**src/logic/fsp_pkg.sv**
```systemverilog
package fsp_pkg;

  // Process data ranges: one each way, bytes at most
  localparam int unsigned MAX_BYTES = 76;
  localparam logic [9:0] MAX_BYTES_W = 10'h04c;
  // Byte index, station address and entry count widths
  localparam int unsigned IDX_W = 7;
  localparam int unsigned ADDR_W = 7;
  localparam int unsigned CNT_W = 7;
  // Highest usable station address
  localparam logic [6:0] ADDR_MAX = 7'h7e;

  // Buffer between host and input range
  localparam int unsigned FIFO_WIDTH = 8;
  localparam int unsigned FIFO_DEPTH = 16;

  // Lamp timing: one flash slot, ten slots make one cycle
  localparam int unsigned CLK_HZ = 25_000_000;
  localparam int unsigned FLASH_SLOT_MS = 100;
  localparam int unsigned FLASH_CYC = CLK_HZ / 1000 * FLASH_SLOT_MS;
  localparam logic [3:0] PH_LAST = 4'h9;
  localparam logic [3:0] PH_FLASH1 = 4'h0;
  localparam logic [3:0] PH_FLASH2 = 4'h2;
  localparam logic [3:0] PH_HALF = 4'h5;

  // Element length code: bytes = 1 << code (1, 2, 4 or 8)
  typedef logic [1:0] fsp_len_t;

  // Bus mode as set by the master
  typedef enum logic [1:0] {
    MODE_STOP,
    MODE_CLEAR,
    MODE_OPERATE
  } fsp_mode_e;

  // Node state
  typedef enum logic [2:0] {
    NODE_UNINIT,
    NODE_WAIT,
    NODE_EXCH,
    NODE_MISMATCH,
    NODE_CFGERR
  } fsp_state_e;

  // Range size in bytes from entry count and length code
  function automatic logic [9:0] range_bytes(logic [6:0] cnt, fsp_len_t len);
    range_bytes = {3'h0, cnt} << len;
  endfunction

  // A range is legal when it holds entries and fits the limit
  function automatic logic range_ok(logic [6:0] cnt, fsp_len_t len);
    range_ok = (cnt != 7'h00) && (range_bytes(cnt, len) <= MAX_BYTES_W);
  endfunction

endpackage

```
**src/logic/fsp_fifo.sv**
```systemverilog
`timescale 1ns/1ps
`default_nettype none

module fsp_fifo #(
  parameter int unsigned WIDTH = 8,
  parameter int unsigned DEPTH = 16
) (
  // Clock and reset
  input wire logic clk,
  input wire logic resetn,
  // Filling side
  input wire logic in_valid,
  input wire logic [WIDTH-1:0] in_data,
  output logic in_ready,
  // Draining side
  output logic out_valid,
  output logic [WIDTH-1:0] out_data,
  input wire logic out_ready
);

  localparam int unsigned AW = $clog2(DEPTH);

  // Whole state of the buffer
  typedef struct packed {
    logic [DEPTH-1:0][WIDTH-1:0] mem;
    logic [AW-1:0] wptr;
    logic [AW-1:0] rptr;
    logic [AW:0] count;
  } fsp_fifo_s;

  fsp_fifo_s q, d;
  logic push, pop;

  // Full and empty straight from the fill count
  assign in_ready = q.count != (AW + 1)'(DEPTH);
  assign out_valid = q.count != '0;
  assign out_data = q.mem[q.rptr];
  assign push = in_valid && in_ready;
  assign pop = out_valid && out_ready;

  // Next state: write, read, count
  always_comb begin
    d = q;
    if (push) begin
      d.mem[q.wptr] = in_data;
      d.wptr = (q.wptr == AW'(DEPTH - 1)) ? '0 : q.wptr + 1'b1;
    end
    if (pop) begin
      d.rptr = (q.rptr == AW'(DEPTH - 1)) ? '0 : q.rptr + 1'b1;
    end
    // Simultaneous push and pop leave the count alone
    if (push && !pop) begin
      d.count = q.count + 1'b1;
    end else if (pop && !push) begin
      d.count = q.count - 1'b1;
    end
  end

  // State register
  always_ff @(posedge clk or negedge resetn) begin
    if (!resetn) begin
      q <= '0;
    end else begin
      q <= d;
    end
  end

endmodule // fsp_fifo

`default_nettype wire

```
**src/logic/fsp_node.sv**
```systemverilog
// How it works
// - Stay uninitialized until host gives address, sizes
// - One input, one output range, 76 bytes max
// - Names follow master: output in, input out
// - One element length per direction: 1,2,4,8
// - One red flash on range mismatch
// - Run lamp: off, green, flash green, two red
// - Health lamp: off, green, flash green, red
// - Operate: exchange input and output ranges
// - Clear: inputs update, outputs forced zero
// - Stop: no bus participation at all
`timescale 1ns/1ps
`default_nettype none

module fsp_node #(
  parameter int unsigned FLASH_CYC_P = fsp_pkg::FLASH_CYC
) (
  // Clock and reset
  input wire logic clk,
  input wire logic resetn,
  // Host initialization
  input wire logic init_valid,
  input wire logic [6:0] init_addr,
  input wire logic [6:0] init_in_count,
  input wire fsp_pkg::fsp_len_t init_in_len,
  input wire logic [6:0] init_out_count,
  input wire fsp_pkg::fsp_len_t init_out_len,
  output logic init_done,
  output logic init_err,
  // Host input data stream, toward the master
  input wire logic host_in_valid,
  input wire logic [7:0] host_in_data,
  output logic host_in_ready,
  // Host output data reads, data from the master
  input wire logic host_out_req,
  input wire logic [6:0] host_out_idx,
  output logic host_out_valid,
  output logic [7:0] host_out_data,
  // Host status events
  input wire logic diag_event,
  input wire logic diag_clear,
  input wire logic exception_err,
  // Master link
  input wire logic [6:0] bus_addr,
  input wire fsp_pkg::fsp_mode_e bus_mode,
  input wire logic bus_cfg_valid,
  input wire logic [6:0] bus_cfg_out_count,
  input wire fsp_pkg::fsp_len_t bus_cfg_out_len,
  input wire logic [6:0] bus_cfg_in_count,
  input wire fsp_pkg::fsp_len_t bus_cfg_in_len,
  input wire logic bus_wr_valid,
  input wire logic [6:0] bus_wr_idx,
  input wire logic [7:0] bus_wr_data,
  input wire logic bus_rd_req,
  input wire logic [6:0] bus_rd_idx,
  output logic bus_rd_valid,
  output logic [7:0] bus_rd_data,
  // Status lamps
  output logic run_lamp_green,
  output logic run_lamp_red,
  output logic health_lamp_green,
  output logic health_lamp_red
);

  // Whole state of the node
  typedef struct packed {
    fsp_pkg::fsp_state_e state;            // Node state
    logic [6:0] addr;                      // Station address
    logic [6:0] in_count;                  // Input range entries
    fsp_pkg::fsp_len_t in_len;             // Input element length
    logic [6:0] out_count;                 // Output range entries
    fsp_pkg::fsp_len_t out_len;            // Output element length
    logic [6:0] in_wptr;                   // Next input byte from host
    logic diag;                            // Diagnostic event pending
    logic init_err;                        // Refused init pulse
    logic rd_valid;                        // Answer to master read
    logic [7:0] rd_data;
    logic hout_valid;                      // Answer to host read
    logic [7:0] hout_data;
    logic [31:0] tick_cnt;                 // Flash slot divider
    logic [3:0] phase;                     // Slot within flash cycle
    logic run_g, run_r, hl_g, hl_r;        // Lamp drivers
    logic [fsp_pkg::MAX_BYTES-1:0][7:0] in_mem;  // Toward master
    logic [fsp_pkg::MAX_BYTES-1:0][7:0] out_mem; // From master
  } fsp_node_s;

  fsp_node_s q, d;

  // Buffer between host stream and input range
  logic fifo_valid;
  logic [7:0] fifo_data;
  logic fifo_ready;
  logic fifo_in_ready;

  // Decodes shared by the next-state logic
  logic inited, hit, exch, bus_rd_hit;
  logic [9:0] in_bytes, out_bytes;

  fsp_fifo #(
    .WIDTH(fsp_pkg::FIFO_WIDTH),
    .DEPTH(fsp_pkg::FIFO_DEPTH)
  ) u_fifo (
    .clk(clk),
    .resetn(resetn),
    .in_valid(host_in_valid && inited),
    .in_data(host_in_data),
    .in_ready(fifo_in_ready),
    .out_valid(fifo_valid),
    .out_data(fifo_data),
    .out_ready(fifo_ready)
  );

  assign inited = q.state != fsp_pkg::NODE_UNINIT;
  assign hit = inited && (bus_addr == q.addr);
  assign exch = hit && (q.state == fsp_pkg::NODE_EXCH) &&
                (bus_mode != fsp_pkg::MODE_STOP);
  assign in_bytes = fsp_pkg::range_bytes(q.in_count, q.in_len);
  assign out_bytes = fsp_pkg::range_bytes(q.out_count, q.out_len);
  assign bus_rd_hit = exch && bus_rd_req;
  // Host stream held off until initialized
  assign host_in_ready = fifo_in_ready && inited;
  // Master reads take the input range port first, the host waits
  assign fifo_ready = inited && !bus_rd_hit;

  assign init_done = inited;
  assign init_err = q.init_err;
  assign host_out_valid = q.hout_valid;
  assign host_out_data = q.hout_data;
  assign bus_rd_valid = q.rd_valid;
  assign bus_rd_data = q.rd_data;
  assign run_lamp_green = q.run_g;
  assign run_lamp_red = q.run_r;
  assign health_lamp_green = q.hl_g;
  assign health_lamp_red = q.hl_r;

  // Next state of the whole node
  always_comb begin
    d = q;
    d.init_err = 1'b0;
    d.rd_valid = 1'b0;
    d.hout_valid = 1'b0;

    // Flash slot divider and cycle phase
    if (q.tick_cnt >= FLASH_CYC_P - 1) begin
      d.tick_cnt = '0;
      d.phase = (q.phase == fsp_pkg::PH_LAST) ? '0 : q.phase + 1'b1;
    end else begin
      d.tick_cnt = q.tick_cnt + 1'b1;
    end

    // Host initialization, taken once only
    if (init_valid && !inited) begin
      if (init_addr <= fsp_pkg::ADDR_MAX &&
          fsp_pkg::range_ok(init_in_count, init_in_len) &&
          fsp_pkg::range_ok(init_out_count, init_out_len)) begin
        d.state = fsp_pkg::NODE_WAIT;
        d.addr = init_addr;
        d.in_count = init_in_count;
        d.in_len = init_in_len;
        d.out_count = init_out_count;
        d.out_len = init_out_len;
        d.in_wptr = '0;
      end else begin
        d.init_err = 1'b1;
      end
    end

    // Master configuration check, addressed to us only
    if (inited && bus_mode == fsp_pkg::MODE_STOP) begin
      d.state = fsp_pkg::NODE_WAIT;
    end else if (hit && bus_cfg_valid) begin
      if (!fsp_pkg::range_ok(bus_cfg_out_count, bus_cfg_out_len) ||
          !fsp_pkg::range_ok(bus_cfg_in_count, bus_cfg_in_len)) begin
        d.state = fsp_pkg::NODE_CFGERR;
      end else if (bus_cfg_out_count != q.out_count ||
                   bus_cfg_out_len != q.out_len ||
                   bus_cfg_in_count != q.in_count ||
                   bus_cfg_in_len != q.in_len) begin
        // Master output pairs with our output range
        d.state = fsp_pkg::NODE_MISMATCH;
      end else begin
        d.state = fsp_pkg::NODE_EXCH;
      end
    end

    // Data from the master: stored in operate, zeroed in clear
    if (exch && bus_mode == fsp_pkg::MODE_CLEAR) begin
      d.out_mem = '0;
    end else if (exch && bus_wr_valid && {3'h0, bus_wr_idx} < out_bytes) begin
      d.out_mem[bus_wr_idx] = bus_wr_data;
    end

    // Master reads of the input range, in operate and clear
    if (bus_rd_hit && {3'h0, bus_rd_idx} < in_bytes) begin
      d.rd_valid = 1'b1;
      d.rd_data = q.in_mem[bus_rd_idx];
    end

    // Host bytes fill the input range in order, then wrap
    if (fifo_valid && fifo_ready) begin
      d.in_mem[q.in_wptr] = fifo_data;
      if ({3'h0, q.in_wptr} >= in_bytes - 10'h001) begin
        d.in_wptr = '0;
      end else begin
        d.in_wptr = q.in_wptr + 1'b1;
      end
    end

    // Host reads of the output range
    if (host_out_req && inited && {3'h0, host_out_idx} < out_bytes) begin
      d.hout_valid = 1'b1;
      d.hout_data = q.out_mem[host_out_idx];
    end

    // Diagnostic flag, a new event beats the clear
    d.diag = inited && (diag_event || (q.diag && !diag_clear));

    // Run-state lamp
    d.run_g = 1'b0;
    d.run_r = 1'b0;
    case (q.state)
      fsp_pkg::NODE_EXCH: begin
        if (bus_mode == fsp_pkg::MODE_OPERATE) begin
          d.run_g = 1'b1;
        end else if (bus_mode == fsp_pkg::MODE_CLEAR) begin
          d.run_g = q.phase < fsp_pkg::PH_HALF;
        end
      end
      fsp_pkg::NODE_MISMATCH: begin
        d.run_r = q.phase == fsp_pkg::PH_FLASH1;
      end
      fsp_pkg::NODE_CFGERR: begin
        d.run_r = q.phase == fsp_pkg::PH_FLASH1 ||
                  q.phase == fsp_pkg::PH_FLASH2;
      end
      default: begin
        // Offline: lamp dark
        d.run_g = 1'b0;
      end
    endcase

    // Health lamp
    d.hl_g = 1'b0;
    d.hl_r = 1'b0;
    if (exception_err) begin
      d.hl_r = 1'b1;
    end else if (inited && q.diag) begin
      d.hl_g = q.phase < fsp_pkg::PH_HALF;
    end else if (inited) begin
      d.hl_g = 1'b1;
    end
  end

  // State register
  always_ff @(posedge clk or negedge resetn) begin
    if (!resetn) begin
      q <= '0;
    end else begin
      q <= d;
    end
  end

endmodule // fsp_node

`default_nettype wire

```
**config.mk**
```make
export PLATFORM = sky130hd
export DESIGN_NAME = fsp_node
export DESIGN_NICKNAME = d
export VERILOG_FILES = /design/src/logic/fsp_pkg.sv /design/src/logic/fsp_fifo.sv /design/src/logic/fsp_node.sv
export SDC_FILE = /design/constraint.sdc
export NUM_CORES = 2
export LEC_CHECK = 0
export ABC_AREA = 1
export BUFFER_PORTS_ARGS = -buffer_cell sky130_fd_sc_hd__buf_2
export CORE_MARGIN = 2
export CORE_UTILIZATION = 40
export DETAILED_ROUTE_END_ITERATION = 12
export PLACE_DENSITY = 0.62
export SYNTH_ARGS = -nofsm -noshare
export SYNTH_HDL_FRONTEND = slang
export SYNTH_HIERARCHICAL = 1
export SYNTH_SLANG_ARGS = --single-unit
```
**constraint.sdc**
```tcl
create_clock -name clk -period 5.4 [get_ports clk]
set_input_delay 0.27 -clock clk [delete_from_list [all_inputs] [get_ports clk]]
set_output_delay 0.27 -clock clk [all_outputs]
set_load 0.005 [all_outputs]
```
==> metrics.md <==
| Metric | Value |
|---|---|
| Initial core utilization | 40.14% |
| PwrDens | 411.0 nW/um^2 |
| DIE HEIGHT | 437.4 um |
| Startpoint types | flip-flop |
| Overflow after GRT | 0 |
| DR iter-0 viols | 6972 |
| CTS tree | yes |
| PortBufs | 124 |
| Largest area contributor in the synthesized netlist | dfrtp_1 |
| Vias in the first global route | 64600 |
| Worst-Skew Late Latency | 0.81 ns |
| Reg2Reg Launch Point | q[1283] |
| Crit-path slowest cell | and2_4 |
| Vias per cell | 5.350 |
| Htree depth | 4 |
| Drt wl/cell | 19.10 um |
| Setup violators final | 0 |
| Hold Fails Final Rpt | 0 |
| Ranking of synthesized cells by area | dfrtp_1 48%, nand2_1 17%, nand3_1 7.9%, o21ai_0 6.1%, nor2_1 5.0% |
| Drt drc | 0 |
| Post-Syn Area | 75140 um^2 |
| Buffer depth of the longest clock path | 3 |
| Peak Freq | 257.9 MHz |
| Required @ worst endpoint | 6.10 ns |
| PnR worst setup slack | 1.523 ns |
| Worst Tran Pin Value | 1.318 ns |
| Number of synthesized flops with an enable pin | 0 |
| Area grow syn2layout | 10.90% |
| Post-CTS Setup Inserts | 0 |
| Min-delay worst type | input port to async pin |
| Mean area per synthesized cell | 7.447 um^2 |
| Slew HR | 11.86% |
| Setup crit end kind | flip-flop |
| Top-area cell type share of the netlist area | 48.35% |
| Worst Path Buf+Inv | 1 |
| Share of layout cells above drive strength 1 | 7.432% |
| Post-Syn Instances | 10090 |
| Xor/xnor share of the synthesized area | 0.5478% |
| Critical Path, Cell by Cell | mux2_2, o21ai_0, ha_1, nand2_1, o21a_1, nand2_1, nand2_1, nand2_1, nand2_8, and2_4, buf_12, nand2_4, o21ai_0 |
| Antenna viol nets, final | 0 |
| Layout Nets | 10100 |
| Yosys cell types | 52 |
| Post-Route WL | 240400 um |
| Die area | 191300 um^2 |
| Synth warn | 6 |
| Post-synthesis simple-gate area fraction | 34.39% |
| IO Pins | 125 |
| Setup tns final | 0 ns |
| Register area share after synthesis | 48.35% |
| Setup Slack @ Placement | 1.553 ns |
| Max Slew Vio Count | 0 |
| DR pass1 iterations | 6 |
| Mux cell area share after synthesis | 0.02831% |
| CTS Buf Count | 159 |
| Largest net degree at the start of global routing | 176 |
| Cell family with most CP delay | simple AND/OR/NAND/NOR gates |
| Largest family of logic cells by synthesized area | simple AND/OR/NAND/NOR gates |
| Minimum clock period | 3.877 ns |
| Clk sink count | 1452 |
| Crit path kind | flip-flop to flip-flop |
| Core area | 187200 um^2 |
| Rows | 159 |
| Clk_skew | 0.02301 ns |
| Max Cap Viol | 0 |
| Critical path origin | q[1283] |
| Final Cycle Share | 71.80% |
| Final HPWL DP | 149600 um |
| Initial antenna violation count | 8 |
| Total track usage | 24.73% |
| Via count | 67350 |
| Synth Area in Compound Gates | 8.993% |
| Post-CTS sizing | 0 |
| RSZ-0062 raised after global routing | no |
| Arrival @ worst endpoint | 4.58 ns |
| Clk slew on worst S/H paths | 0.06 ns |
| Routability Congestion | 0.8892 |
| Post-Synth Adder-Cell Area | 0.6427% |
| First-pass GRT wire length | 376400 um |
| Die Wd | 437.4 um |
| LEAKAGE | 41.72 nW |
| Ys async rst share | 100.0% |
| Synth Register Bits | 1452 |
| Top cell by count, worst path | nand2_1 |
| Final core utilization | 44.51% |
| Root Driver | clkbuf_16 |
| Biggest cell delay along the critical path | 0.72 ns |
| Main flop type after synthesis | dfrtp_1 |
| Status | finished clean |
| IR drop worst, VDD | 0.0004671 V |
| Worst-path fanout max | 26 |
==> cells in the mapped netlist (25+ instances only) <==
cell and count:
nand3_2 32, or2_2 31, buf_4 27, o21ai_1 220, buf_2 114, nand2_4 103, ha_1 37, buf_1 84
o21ai_0 915, o211ai_1 41, xnor2_1 25, nand2_1 3503, dfrtp_1 1452, a21oi_1 101, nand3_1 1192, inv_1 665
nand3_4 49, clkbuf_1 311, nor2_1 995
==> layout by cell type, fill, tap and decap left out, types with 7 or more instances in the layout <==
cell type      synthesis  layout
clkbuf_1             311      42
nor2_1               995     992
clkinv_2               0      20
o211ai_1              41      41
a21oi_1              101     101
clkinv_1              16      14
clkbuf_16              0     165
nor3_1                21      21
buf_12                 8      24
nand3_2               32      32
nand3_1             1192    1192
buf_4                 27      81
bufinv_16              0      12
dlygate4sd3_1          0      40
inv_6                  0       7
buf_2                114     119
inv_1                665     663
conb_1                 1      10
o22ai_1               20      20
xor2_1                22      22
dfrtp_1             1452    1451
o21ai_0              915     915
xnor2_1               25      25
o21ai_1              220     220
nand2_4              103     120
inv_2                 10       9
nand3_4               49      49
clkbuf_8               0      41
nand2_2               13      11
ha_1                  37      37
nand4_1               15      15
nand2_1             3503    3487
or2_2                 31      31
==> sequential cells by signal (all words and copies together) (netlist names) <==
register / cells
bus_rd_data: 8
bus_rd_valid: 1
health_lamp_green: 1
health_lamp_red: 1
host_out_data: 8
host_out_valid: 1
init_err: 1
q: 1288
run_lamp_green: 1
run_lamp_red: 1
u_fifo/q: 141
==> cell type report <==
| cell class | instances | area (um^2) |
|---|---|---|
| multi-input combinational | 7389 | 33710 |
| tap | 2495 | 3122 |
| clock inverter | 44 | 559.3 |
| sequential | 1452 | 36340 |
| inverter | 691 | 2619 |
| timing repair buffer | 267 | 2126 |
| antenna | 3 | 7.507 |
| clock buffer | 248 | 4851 |
| fill | 18700 | 103900 |
==> path summary, 6_finish.rpt <==
check | endpoint | cells past startpoint | slack, ns
max in group asynchronous | u_fifo/q[5] | 3 | 3.78
max | q[37] | 13 | 1.52
min in group clk | q[590] | 3 | 0.05
min reg2reg | run_lamp_red | 1 | 0.45
min | q[626] | 2 | 0.02
max reg2reg | q[37] | 13 | 1.52
==> power breakdown <==
part / switching [mW] / leakage, nW / internal (mW) / total, mW
Clock: 4.67 / 2.66 / 6.74 / 11.4
Sequential: 0.758 / 19.9 / 12.0 / 12.7
Combinational: 7.74 / 19.2 / 2.37 / 10.1
Total: 13.2 / 41.7 / 21.1 / 34.3
==> per-layer routing <==
metal / routed length (um) / track usage (%)
met1: 102000 / 33.00
met2: 112000 / 39.92
met3: 16090 / 3.992
met4: 10260 / 10.28
met5: 11 / 0
==> logic make-up (layout without fill, tap and decap cells) <==
group	count (synthesis)	after routing
AO/OA/AOI/OAI	1316	1316
XOR/XNOR	47	47
adder cells (fa/ha/maj)	38	38
buffers and inverters	1258	1250
flip-flops	1452	1452
multiplexers	2	2
other	1	13
AND/OR/NAND/NOR	5976	5976
==> timing repair <==
item	CTS	global route
hold buffers	40	0
endpoints found under the setup margin	0	0
hold endpoints to repair	175	0
==> through the flow <==
step	hold slack (ns)	total power, mW	cells	area [um^2]
3_5_place_dp	0.2555	22.91	12250	77510
5_1_grt	0.04962	35.86	12590	83330
3_3_place_gp	0.2604	22.74	12250	77510
2_1_floorplan	-0.02559	18.96	10100	75180
4_1_cts	0.007403	34.35	12590	83320
6_report	0.01812	34.25	12590	83330
Power figures use the tool's default switching activity.
